### src/iapd_pkg.sv
// Shared constants and carrier types for the I/O auto powerdown block.
// Assumes one 10 MHz clock domain and a synchronous active-high reset.
package iapd_pkg;

  // ========================================
  // Timing
  // ========================================
  localparam int unsigned CLK_PERIOD_NS = 100;
  localparam int unsigned APD_TIME_NS = 10_000_000;
  // Least time, so the count rounds up to whole cycles.
  localparam int unsigned APD_CYCLES = (APD_TIME_NS + CLK_PERIOD_NS - 1) / CLK_PERIOD_NS;

  // ========================================
  // Floppy register offsets from the controller base
  // ========================================
  localparam logic [2:0] OFF_STATUS_A = 3'h0;
  localparam logic [2:0] OFF_STATUS_B = 3'h1;
  localparam logic [2:0] OFF_DIGITAL_OUTPUT = 3'h2;
  localparam logic [2:0] OFF_RATE_SELECT = 3'h4;
  localparam logic [2:0] OFF_MAIN_STATUS = 3'h4;
  localparam logic [2:0] OFF_FIFO_DATA = 3'h5;
  localparam logic [2:0] OFF_DIGITAL_INPUT = 3'h7;
  localparam logic [2:0] OFF_CONFIG_CONTROL = 3'h7;

  // ========================================
  // Field positions and values
  // ========================================
  localparam int unsigned APC_FDC_BIT = 0;
  localparam int unsigned APC_PAR_BIT = 3;
  localparam int unsigned APC_UART_LSB = 4;
  localparam logic [7:0] DOR_MOTOR_MASK = 8'hF0;
  localparam int unsigned DOR_RESET_N_BIT = 2;
  localparam int unsigned DSR_RESET_BIT = 7;
  localparam logic [7:0] MSR_IDLE = 8'h80;
  localparam logic [7:0] DOR_RST = 8'h00;
  localparam logic [7:0] DSR_RST = 8'h00;
  localparam logic [7:0] CCR_RST = 8'h00;
  localparam logic [7:0] GP_WAKE_RST = 8'h00;
  localparam logic [7:0] IR_WAKE_RST = 8'h00;

  // Extended control register mode field values.
  localparam logic [2:0] ECR_STANDARD = 3'h0;
  localparam logic [2:0] ECR_BIDIR = 3'h1;
  localparam logic [2:0] ECR_EPP = 3'h4;

  // ========================================
  // Carrier types
  // ========================================
  typedef struct packed {
    logic [1:0] motor_on_out_n;
    logic [1:0] drive_select_out_n;
    logic write_data_out_n;
    logic write_gate_out_n;
    logic step_direction_out_n;
    logic step_pulse_out_n;
    logic head_select_out_n;
    logic [1:0] density_select_out;
  } iapd_drive_t;

  // Drive outputs that stay driven in powerdown.
  localparam iapd_drive_t DRIVE_KEEP_MASK = '{
    motor_on_out_n: 2'h0, drive_select_out_n: 2'h0, write_data_out_n: 1'b0,
    write_gate_out_n: 1'b0, step_direction_out_n: 1'b1, step_pulse_out_n: 1'b1,
    head_select_out_n: 1'b1, density_select_out: 2'h3};

  typedef struct packed {
    logic ior_n;
    logic iow_n;
    logic fdc_sel;
    logic [2:0] addr;
    logic [7:0] data;
    logic reset_drv;
  } iapd_host_t;

  localparam iapd_host_t HOST_IDLE = '{
    ior_n: 1'b1, iow_n: 1'b1, fdc_sel: 1'b0, addr: 3'h0, data: 8'h00, reset_drv: 1'b0};

  typedef struct packed {
    logic tx_hold_empty;
    logic tx_shift_empty;
    logic rx_fifo_empty;
    logic rx_idle;
    logic thb_write;
  } iapd_uart_stat_t;

endpackage : iapd_pkg

### src/iapd_fdc_apd.sv
// Floppy auto powerdown timer and state.
// Assumes its inputs come from logic on the same clock.
module iapd_fdc_apd #(
  parameter int unsigned APD_CYCLES = iapd_pkg::APD_CYCLES,
  parameter int unsigned CNT_W = $clog2(APD_CYCLES + 1)
) (
  // Clock and reset.
  input logic clk,
  input logic rst,
  // Entry conditions and wake.
  input logic enable,
  input logic motors_off,
  input logic [7:0] main_status,
  input logic intr,
  input logic head_unload_expired,
  input logic wake,
  // State.
  output logic powered_down
);

  localparam logic [CNT_W-1:0] CNT_MAX = CNT_W'(APD_CYCLES);

  typedef struct packed {
    logic [CNT_W-1:0] cnt;
    logic pd;
  } iapd_apd_state_t;

  iapd_apd_state_t st_reg;
  iapd_apd_state_t st_next;

  // ===========================================================================
  // Next state
  // ===========================================================================
  always_comb
  begin
    st_next = st_reg;
    if (!enable)
    begin
      // Disabling cancels the timer and holds the controller awake.
      st_next.cnt = '0;
      st_next.pd = 1'b0;
    end
    else if (wake)
    begin
      st_next.cnt = '0;
      st_next.pd = 1'b0;
    end
    else
    begin
      if (st_reg.cnt != CNT_MAX)
      begin
        st_next.cnt = st_reg.cnt + 1'b1;
      end
      if (st_reg.cnt == CNT_MAX && motors_off && main_status == iapd_pkg::MSR_IDLE &&
          !intr && head_unload_expired)
      begin
        st_next.pd = 1'b1;
      end
    end
    if (rst)
    begin
      st_next = '0;
    end
  end

  always_ff @(posedge clk)
  begin
    st_reg <= st_next;
  end

  assign powered_down = st_reg.pd;

endmodule : iapd_fdc_apd

### src/iapd_uart_pm.sv
// Auto power management for one serial port.
// Assumes receive and ring inputs are already synchronised to clk.
module iapd_uart_pm (
  // Clock and reset.
  input logic clk,
  input logic rst,
  // Control and status.
  input logic enable,
  input iapd_pkg::iapd_uart_stat_t stat,
  input logic rxd_sync,
  input logic ri_sync,
  // Power state.
  output logic tx_pd,
  output logic rx_pd,
  output logic ri_change
);

  typedef struct packed {
    logic tx_pd;
    logic rx_pd;
    logic rxd_last;
    logic ri_last;
    logic ri_change;
  } iapd_uart_state_t;

  // The line idles at mark, so the last level resets high.
  localparam iapd_uart_state_t UART_RST = '{
    tx_pd: 1'b0, rx_pd: 1'b0, rxd_last: 1'b1, ri_last: 1'b1, ri_change: 1'b0};

  iapd_uart_state_t st_reg;
  iapd_uart_state_t st_next;

  // ===========================================================================
  // Next state
  // ===========================================================================
  always_comb
  begin
    st_next = st_reg;
    st_next.rxd_last = rxd_sync;
    st_next.ri_last = ri_sync;
    // Ring detection keeps running whatever the power state.
    st_next.ri_change = ri_sync ^ st_reg.ri_last;
    if (!enable)
    begin
      st_next.tx_pd = 1'b0;
      st_next.rx_pd = 1'b0;
    end
    else
    begin
      if (stat.thb_write)
      begin
        st_next.tx_pd = 1'b0;
      end
      else
      begin
        st_next.tx_pd = stat.tx_hold_empty && stat.tx_shift_empty;
      end
      if (rxd_sync != st_reg.rxd_last)
      begin
        st_next.rx_pd = 1'b0;
      end
      else
      begin
        st_next.rx_pd = stat.rx_fifo_empty && stat.rx_idle;
      end
    end
    if (rst)
    begin
      st_next = UART_RST;
    end
  end

  always_ff @(posedge clk)
  begin
    st_reg <= st_next;
  end

  assign tx_pd = st_reg.tx_pd;
  assign rx_pd = st_reg.rx_pd;
  assign ri_change = st_reg.ri_change;

endmodule : iapd_uart_pm

### src/iapd_top.sv
// Auto powerdown control for the floppy, serial and parallel functions.
// Assumes host and serial pins are asynchronous; the rest share clk.
// Summary of operation
// - Status, output, rate, config accesses keep sleep.
// - Main status read or data access wakes.
// - Motor enable or reset bit write wakes.
// - Host inputs work; interrupt and request held low.
// - Drive-facing outputs tristated in powerdown.
// - Step, direction, head, density stay driven.
// - Serial auto power enabled by config bits.
// - Transmitter sleeps when buffer and shifter empty.
// - Receiver sleeps when FIFO empty and idle.
// - Ring indicator change detection always active.
// - Holding buffer write wakes transmitter.
// - Receive input level change wakes receiver.
// - Parallel auto power enabled by config bit.
// - Enhanced port sleeps unless enabled and selected.
// - Extended port sleeps unless enabled and selected.
// - Parallel power state follows mode changes.
// - Wake registers survive reset; infrared setting not.
// - Floppy sleeps only when all conditions met.
// - Wake restarts the ten millisecond timer.
// - Writes during sleep take effect on wake.
module iapd_top #(
  parameter int unsigned APD_CYCLES = iapd_pkg::APD_CYCLES,
  parameter int unsigned NUM_UART = 2
) (
  // Clock and reset.
  input logic clk,
  input logic rst,
  // Host bus pins, floppy base already decoded.
  input logic ior_n,
  input logic iow_n,
  input logic fdc_sel,
  input logic [2:0] sa,
  input logic [7:0] sd_in,
  input logic reset_drv,
  // Configuration.
  input logic [7:0] auto_power_config,
  input logic epp_enabled,
  input logic ecp_enabled,
  input logic [2:0] ecr_mode,
  // Floppy core status and drive requests.
  input logic [7:0] fdc_main_status,
  input logic fdc_intr,
  input logic fdc_drq,
  input logic head_unload_expired,
  input iapd_pkg::iapd_drive_t core_drive,
  // Floppy results.
  output logic fdc_powered_down,
  output logic [7:0] dor_active,
  output logic [7:0] dsr_active,
  output logic [7:0] ccr_active,
  output logic soft_reset,
  output logic irq_out,
  output logic drq_out,
  // Drive pins.
  output iapd_pkg::iapd_drive_t drive_out,
  output iapd_pkg::iapd_drive_t drive_oe,
  // Serial ports.
  input iapd_pkg::iapd_uart_stat_t [NUM_UART-1:0] uart_stat,
  input logic [NUM_UART-1:0] serial_receive_input,
  input logic [NUM_UART-1:0] ring_in,
  output logic [NUM_UART-1:0] tx_powered_down,
  output logic [NUM_UART-1:0] rx_powered_down,
  output logic [NUM_UART-1:0] ring_change,
  // Parallel port.
  output logic epp_powered_down,
  output logic ecp_powered_down,
  // Battery-backed storage.
  input logic bat_por,
  input logic gp_wake_we,
  input logic [7:0] gp_wake_wdata,
  input logic ir_wake_we,
  input logic [7:0] ir_wake_wdata,
  output logic [7:0] gp_wake_cfg,
  output logic [7:0] ir_wake_cfg
);

  typedef struct packed {
    iapd_pkg::iapd_host_t host_s1;
    iapd_pkg::iapd_host_t host_s2;
    iapd_pkg::iapd_host_t host_prev;
    logic [NUM_UART-1:0] rxd_s1;
    logic [NUM_UART-1:0] rxd_s2;
    logic [NUM_UART-1:0] ri_s1;
    logic [NUM_UART-1:0] ri_s2;
    logic [7:0] dor_sh;
    logic [7:0] dsr_sh;
    logic [7:0] ccr_sh;
    logic [7:0] dor_eff;
    logic [7:0] dsr_eff;
    logic [7:0] ccr_eff;
    logic wake;
    logic soft_reset;
    logic irq;
    logic drq;
    iapd_pkg::iapd_drive_t drv;
    iapd_pkg::iapd_drive_t drv_oe;
    logic epp_pd;
    logic ecp_pd;
    logic [7:0] gp_wake;
    logic [7:0] ir_wake;
  } iapd_top_state_t;

  iapd_top_state_t st_reg;
  iapd_top_state_t st_next;
  logic apd_pd;

  // ===========================================================================
  // Access decode
  // ===========================================================================
  // A write that wakes: motor enable set, a software reset requested, or a FIFO data write.
  function automatic logic iapd_write_wakes(input logic [2:0] addr, input logic [7:0] data);
    logic w;
    w = 1'b0;
    if (addr == iapd_pkg::OFF_DIGITAL_OUTPUT)
    begin
      w = (|(data & iapd_pkg::DOR_MOTOR_MASK)) || !data[iapd_pkg::DOR_RESET_N_BIT];
    end
    else if (addr == iapd_pkg::OFF_RATE_SELECT)
    begin
      w = data[iapd_pkg::DSR_RESET_BIT];
    end
    else if (addr == iapd_pkg::OFF_FIFO_DATA)
    begin
      w = 1'b1;
    end
    return w;
  endfunction : iapd_write_wakes

  // A write that asks for a software reset of the controller.
  function automatic logic iapd_write_resets(input logic [2:0] addr, input logic [7:0] data);
    logic r;
    r = 1'b0;
    if (addr == iapd_pkg::OFF_DIGITAL_OUTPUT)
    begin
      r = !data[iapd_pkg::DOR_RESET_N_BIT];
    end
    else if (addr == iapd_pkg::OFF_RATE_SELECT)
    begin
      r = data[iapd_pkg::DSR_RESET_BIT];
    end
    return r;
  endfunction : iapd_write_resets

  // ===========================================================================
  // Next state
  // ===========================================================================
  always_comb
  begin
    logic rd_done;
    logic wr_done;
    logic [2:0] a;
    logic [7:0] d;
    rd_done = 1'b0;
    wr_done = 1'b0;
    a = st_reg.host_prev.addr;
    d = st_reg.host_prev.data;
    st_next = st_reg;

    // Pins pass two flops; the first stage feeds only the second.
    st_next.host_s1 = '{ior_n: ior_n, iow_n: iow_n, fdc_sel: fdc_sel, addr: sa,
                        data: sd_in, reset_drv: reset_drv};
    st_next.host_s2 = st_reg.host_s1;
    st_next.host_prev = st_reg.host_s2;
    st_next.rxd_s1 = serial_receive_input;
    st_next.rxd_s2 = st_reg.rxd_s1;
    st_next.ri_s1 = ring_in;
    st_next.ri_s2 = st_reg.ri_s1;

    // An access completes on the rising strobe; address and data are taken
    // from the sample before it, while they were still held by the host.
    rd_done = st_reg.host_prev.fdc_sel && !st_reg.host_prev.ior_n && st_reg.host_s2.ior_n;
    wr_done = st_reg.host_prev.fdc_sel && !st_reg.host_prev.iow_n && st_reg.host_s2.iow_n;

    // Decoding carries on during powerdown so the host can always reach us.
    st_next.wake = st_reg.host_s2.reset_drv;
    st_next.soft_reset = 1'b0;
    if (rd_done)
    begin
      st_next.wake = st_next.wake || a == iapd_pkg::OFF_MAIN_STATUS ||
                     a == iapd_pkg::OFF_FIFO_DATA;
    end
    if (wr_done)
    begin
      st_next.wake = st_next.wake || iapd_write_wakes(a, d);
      st_next.soft_reset = iapd_write_resets(a, d);
      unique case (a)
        iapd_pkg::OFF_DIGITAL_OUTPUT: st_next.dor_sh = d;
        iapd_pkg::OFF_RATE_SELECT: st_next.dsr_sh = d;
        iapd_pkg::OFF_CONFIG_CONTROL: st_next.ccr_sh = d;
        default:
        begin
        end
      endcase
    end

    // Stored writes reach the core only while it is awake.
    if (!apd_pd)
    begin
      st_next.dor_eff = st_next.dor_sh;
      st_next.dsr_eff = st_next.dsr_sh;
      st_next.ccr_eff = st_next.ccr_sh;
    end

    // Drive pins.
    st_next.drv = core_drive;
    if (apd_pd)
    begin
      st_next.drv_oe = iapd_pkg::DRIVE_KEEP_MASK;
      st_next.irq = 1'b0;
      st_next.drq = 1'b0;
    end
    else
    begin
      st_next.drv_oe = '1;
      st_next.irq = fdc_intr;
      st_next.drq = fdc_drq;
    end

    // Parallel port, recomputed every cycle so any mode change takes effect.
    if (auto_power_config[iapd_pkg::APC_PAR_BIT])
    begin
      st_next.epp_pd = !epp_enabled ||
                       (ecp_enabled && ecr_mode != iapd_pkg::ECR_EPP);
      st_next.ecp_pd = !ecp_enabled || ecr_mode == iapd_pkg::ECR_STANDARD ||
                       ecr_mode == iapd_pkg::ECR_BIDIR ||
                       ecr_mode == iapd_pkg::ECR_EPP;
    end
    else
    begin
      st_next.epp_pd = 1'b0;
      st_next.ecp_pd = 1'b0;
    end

    // Battery-backed storage.
    if (gp_wake_we)
    begin
      st_next.gp_wake = gp_wake_wdata;
    end
    if (ir_wake_we)
    begin
      st_next.ir_wake = ir_wake_wdata;
    end
    if (bat_por)
    begin
      st_next.gp_wake = iapd_pkg::GP_WAKE_RST;
    end

    if (rst)
    begin
      // General-purpose wake storage keeps its contents across a system reset; the infrared setting is cleared.
      st_next = '{host_s1: iapd_pkg::HOST_IDLE, host_s2: iapd_pkg::HOST_IDLE,
                  host_prev: iapd_pkg::HOST_IDLE, rxd_s1: '1, rxd_s2: '1, ri_s1: '1,
                  ri_s2: '1, dor_sh: iapd_pkg::DOR_RST, dsr_sh: iapd_pkg::DSR_RST,
                  ccr_sh: iapd_pkg::CCR_RST, dor_eff: iapd_pkg::DOR_RST,
                  dsr_eff: iapd_pkg::DSR_RST, ccr_eff: iapd_pkg::CCR_RST, wake: 1'b0,
                  soft_reset: 1'b0, irq: 1'b0, drq: 1'b0, drv: '1, drv_oe: '1,
                  epp_pd: 1'b0, ecp_pd: 1'b0, gp_wake: st_next.gp_wake,
                  ir_wake: iapd_pkg::IR_WAKE_RST};
    end
  end

  always_ff @(posedge clk)
  begin
    st_reg <= st_next;
  end

  // ===========================================================================
  // Floppy powerdown timer
  // ===========================================================================
  iapd_fdc_apd #(
    .APD_CYCLES(APD_CYCLES)
  ) u_fdc_apd (
    .clk(clk),
    .rst(rst),
    .enable(auto_power_config[iapd_pkg::APC_FDC_BIT]),
    .motors_off(~|(st_reg.dor_eff & iapd_pkg::DOR_MOTOR_MASK)),
    .main_status(fdc_main_status),
    .intr(fdc_intr),
    .head_unload_expired(head_unload_expired),
    .wake(st_reg.wake),
    .powered_down(apd_pd)
  );

  // ===========================================================================
  // Serial ports
  // ===========================================================================
  genvar gi;
  generate
    for (gi = 0; gi < NUM_UART; gi++)
    begin : g_uart
      iapd_uart_pm u_uart_pm (
        .clk(clk),
        .rst(rst),
        .enable(auto_power_config[iapd_pkg::APC_UART_LSB + gi]),
        .stat(uart_stat[gi]),
        .rxd_sync(st_reg.rxd_s2[gi]),
        .ri_sync(st_reg.ri_s2[gi]),
        .tx_pd(tx_powered_down[gi]),
        .rx_pd(rx_powered_down[gi]),
        .ri_change(ring_change[gi])
      );
    end
  endgenerate

  // ===========================================================================
  // Outputs
  // ===========================================================================
  assign fdc_powered_down = apd_pd;
  assign dor_active = st_reg.dor_eff;
  assign dsr_active = st_reg.dsr_eff;
  assign ccr_active = st_reg.ccr_eff;
  assign soft_reset = st_reg.soft_reset;
  assign irq_out = st_reg.irq;
  assign drq_out = st_reg.drq;
  assign drive_out = st_reg.drv;
  assign drive_oe = st_reg.drv_oe;
  assign epp_powered_down = st_reg.epp_pd;
  assign ecp_powered_down = st_reg.ecp_pd;
  assign gp_wake_cfg = st_reg.gp_wake;
  assign ir_wake_cfg = st_reg.ir_wake;

endmodule : iapd_top

### config.mk
export PLATFORM = sky130hd
export DESIGN_NAME = iapd_top
export DESIGN_NICKNAME = d
export VERILOG_FILES = /design/src/iapd_pkg.sv /design/src/iapd_fdc_apd.sv /design/src/iapd_uart_pm.sv /design/src/iapd_top.sv
export SDC_FILE = /design/constraint.sdc
export NUM_CORES = 1
export LEC_CHECK = 0
export BUFFER_PORTS_ARGS = -buffer_cell sky130_fd_sc_hd__buf_4
export CORE_MARGIN = 4
export CORE_UTILIZATION = 47
export CTS_CLUSTER_DIAMETER = 120
export CTS_CLUSTER_SIZE = 14
export DETAILED_ROUTE_END_ITERATION = 10
export GPL_ROUTABILITY_DRIVEN = 0
export HOLD_SLACK_MARGIN = 0.12
export PLACE_DENSITY = 0.76
export SLEW_MARGIN = 10
export SYNTH_ARGS = -nofsm -noshare
export SYNTH_HDL_FRONTEND = slang
export SYNTH_SLANG_ARGS = --single-unit
### constraint.sdc
create_clock -name clk -period 1.8 [get_ports clk]
set_clock_uncertainty 0.15 [all_clocks]
set_input_delay 0.18 -clock clk [delete_from_list [all_inputs] [get_ports clk]]
set_output_delay 0.18 -clock clk [all_outputs]
set_load 0.01 [all_outputs]
==> flow_metrics.tcl <==
set metrics [dict create \
    outcome "finished, violations left" \
    failing_checks "setup timing" \
    antenna_found_initial 0 \
    setup_viol 6 \
    final_critical_path_setup_slack_ps -39.50 \
    hold_path_startpoint "st_reg[94]$_SDFF_PP1_" \
    drt-wirelength-per-cell_microns 13.95 \
    setup_repair_after_global_routing_missed_its_margin "true" \
    min_period_ps 1839 \
    vias 4413 \
    hold_class "reg -> reg" \
    root_buffer "clkbuf_16" \
    largest_register_ff_count 77 \
    yosys_register_bits 162 \
    p_leak_nw 3.575 \
    htree_num_levels 4 \
    syn_to_final_growth_pct 42.60 \
    met3_usage_pct 5.702 \
    buffer_ports.inserted 149 \
    critPathLaunchType "flip-flop" \
    largest_net_degree_at_the_start_of_global_routing 103 \
    tritoncts.num_buffers 17 \
    cp.arrival_ps 1970 \
    synthTopCellsByArea "dfxtp_1 (55%), buf_4 (8.7%), mux2i_1 (7.0%)" \
    seq_area_frac_synth_pct 55.21 \
    grt_first_pass_wirelength_mm 21.05 \
    post_synth_most_frequent_cells "dfxtp_1 (162), nor2_1 (83), buf_4 (68)" \
    busiest_layer "met2" \
    hold_violations 0 \
    worst_setup_hold_path_clk_slew_ps 60 \
    clock_insertion_delay_worst_skew_ps 410 \
    clk_path_buf_depth 2 \
    ant_nets 0 \
    regToRegStartpoint "st_reg[113]$_SDFF_PP1_" \
    netlist.top_cell.by_area "dfxtp_1" \
    gr-usage-met2_pct 32.66 \
    final.period_utilization_pct 102.2 \
    number_of_flops_mapped_to_enable_cells_by_yosys 0 \
    ff2ff_path_depth 4 \
    pwr-share-clk_pct 46.7 \
    comb_power_share_pct 7.4 \
    timing.setup.critical_path_class "reg -> reg" \
    p_per_area_nw_per_um2 967.3 \
    detail_route.drc_violations 0 \
    layout-drive-gt1-share_pct 32.56 \
    hold_path_end "st_reg[92]$_SDFF_PP1_" \
    nNetsFinal 851 \
    dieArea_sq_um 14350 \
    yosys.cell_types.count 47 \
    total_switching_power_w 0.001694 \
    synthesis.area_sq_um 5874 \
    layout.filler_cells 878 \
    core.rowCount 40 \
    r2r_slack_ps -40 \
    fmax_ghz 0.5436 \
    grt_pass1_vias 4396 \
    post_synth_inst_count 581 \
    antenna_cells 0 \
    path_max_fanout 5 \
    total_number_of_clock_tree_sinks 162 \
    floorplan_die_width_microns 119.8 \
    max-cap-violations 0 \
    cts_tree "done" \
    chipHeight_microns 119.8 \
    hpwlAfterDp_mm 7.894 \
    coreArea_sq_um 12110 \
    totalPowerFinal_w 0.008103 \
    max_slew_violation_total_from_the_final_report 0 \
    synth.top_cell.area_share_pct 55.21 \
    pin_count 159 \
    synth.yosys.warnings 0 \
    sequentialPowerShare_pct 46.0 \
    grt_util_all_layers_pct 18.35 \
    final_cell_area_sq_um 8377 \
    place_area_sq_um 6751 \
    ys_dominant_reg_cell "dfxtp_1" \
    drt_first_pass_iters 4 \
    max-vdd-ir-drop_mv 0.5417 \
    regToRegEndpoint "dsr_active[7]$_SDFFE_PP0N_" \
    internal_power_contribution_w 0.006409 \
    endpoint_kind "flip-flop" \
    switching_share_pct 20.90 \
    syn_area_per_cell_sq_um 10.11 \
    synth_most_common_cell "dfxtp_1" \
    overflow_left_after_global_routing 0 \
    grt.met1_usage_pct 20.52 \
    drt-total-wl_mm 13.18 \
    initial_core_util_pct 48.50 \
    async_flop_share_pct 0 \
    vias_per_cell 4.670 \
    critPathRequiredTime_ps 1930 \
    detail_route.iter0.violations 233 \
    hold-path-cell-count 1 \
]
[power groups by stage]
stage / sequential [W] / clock, W / combinational (W)
after CTS: 0.00372 / 0.00385 / 0.000577
final: 0.00373 / 0.00378 / 0.000596
after global placement: 0.00380 / 0 / 0.000402
after detailed placement: 0.00380 / 0 / 0.000414
after floorplan: 0.00379 / 0 / 0.000246
after global routing: 0.00373 / 0.00402 / 0.000645
[critical path: stages (launching register included)]
cell and delay, ps:
dfxtp_1 310, nand3b_1 230, or4b_4 650, mux2i_1 260, a211oi_2 110
[cell type report]
class,instances,area [sq um],area share [%]
inverters,13,48.80,0.5825
clock buffers,18,429.2,5.123
clock inverters,14,203.9,2.435
repair buffers,254,2160,25.78
multi-input cells,316,2077,24.79
flip-flops and latches,162,3248,38.78
well taps,168,210.2,2.509
[metal layers]
| metal | vias up | share of wire [%] |
|---|---|---|
| li1 | 2208 | - |
| met1 | 2046 | 41 |
| met2 | 132 | 52 |
| met3 | 27 | 5.3 |
| met4 | 0 | 2.3 |
| met5 | - | 0 |
[placed cells by master, fill, tap and decap left out, types with 3 or more instances in the layout]
master	instances
a211oi_1	20
a211oi_2	4
a21oi_1	8
buf_4	162
bufinv_16	4
clkbuf_16	17
clkinv_4	4
conb_1	5
dfxtp_1	158
dfxtp_2	4
dlygate4sd3_1	88
inv_1	13
mux2i_1	36
mux2i_2	5
nand2_1	12
nand3_1	7
nor2_1	83
nor2b_1	38
nor3_1	8
nor3b_1	3
nor4_1	3
nor4b_1	3
or2_2	29
xnor2_1	10
xor2_1	4
[how the worst max path moves through the flow]
stage	startpoint	to	cells past startpoint
3_3_place_gp	u_fdc_apd.st_reg[1]$_SDFFE_PP0P_	u_fdc_apd.st_reg[16]$_SDFFE_PP0P_	4
3_5_place_dp	u_fdc_apd.st_reg[1]$_SDFFE_PP0P_	u_fdc_apd.st_reg[16]$_SDFFE_PP0P_	4
2_1_floorplan	u_fdc_apd.st_reg[3]$_SDFFE_PP0P_	u_fdc_apd.st_reg[16]$_SDFFE_PP0P_	4
4_1_cts	st_reg[113]$_SDFF_PP1_	dsr_active[4]$_SDFFE_PP0N_	4
6_report	st_reg[113]$_SDFF_PP1_	dsr_active[7]$_SDFFE_PP0N_	4
5_1_grt	st_reg[113]$_SDFF_PP1_	dsr_active[2]$_SDFFE_PP0N_	4
[repair_timing]
action | CTS | global route
hold buffers | 88 | 0
buffers inserted | 0 | 2
pin swaps | 0 | 5
cloned | 0 | 1
resized for setup | 2 | 19
endpoints found under the setup margin | 4 | 17
endpoints found under the hold margin | 60 | 0
[metrics by stage]
step / hold WS, ps / utilization (%) / setup TNS, ps / worst slack (ps) / instances
floorplan: 106.6 / - / 0 / 11.67 / 585
global placement: 194.8 / 55.74 / 0 / 36.83 / 822
detailed placement: 200.8 / 55.74 / 0 / 0.8744 / 822
CTS: 263.6 / 68.30 / -29.33 / -15.74 / 942
global route: 285.5 / 69.16 / -900.9 / -88.66 / 945
finish: 258.1 / 69.16 / -136.5 / -39.50 / 945
[cell families (layout without fill, tap and decap cells)]
group	count (synthesis)	count (layout)	share of synthesized area, %
and+or+nand+nor	209	210	18.64
muxes	41	41	6.986
xor gates and xnor gates	14	14	2.087
other	1	5	0.06384
buffers and inverters	108	299	11.29
DFF	162	162	55.21
AOI/OAI and AO/OA	44	44	5.304
adders and majority gates	2	2	0.4259
Power figures use the tool's default switching activity.
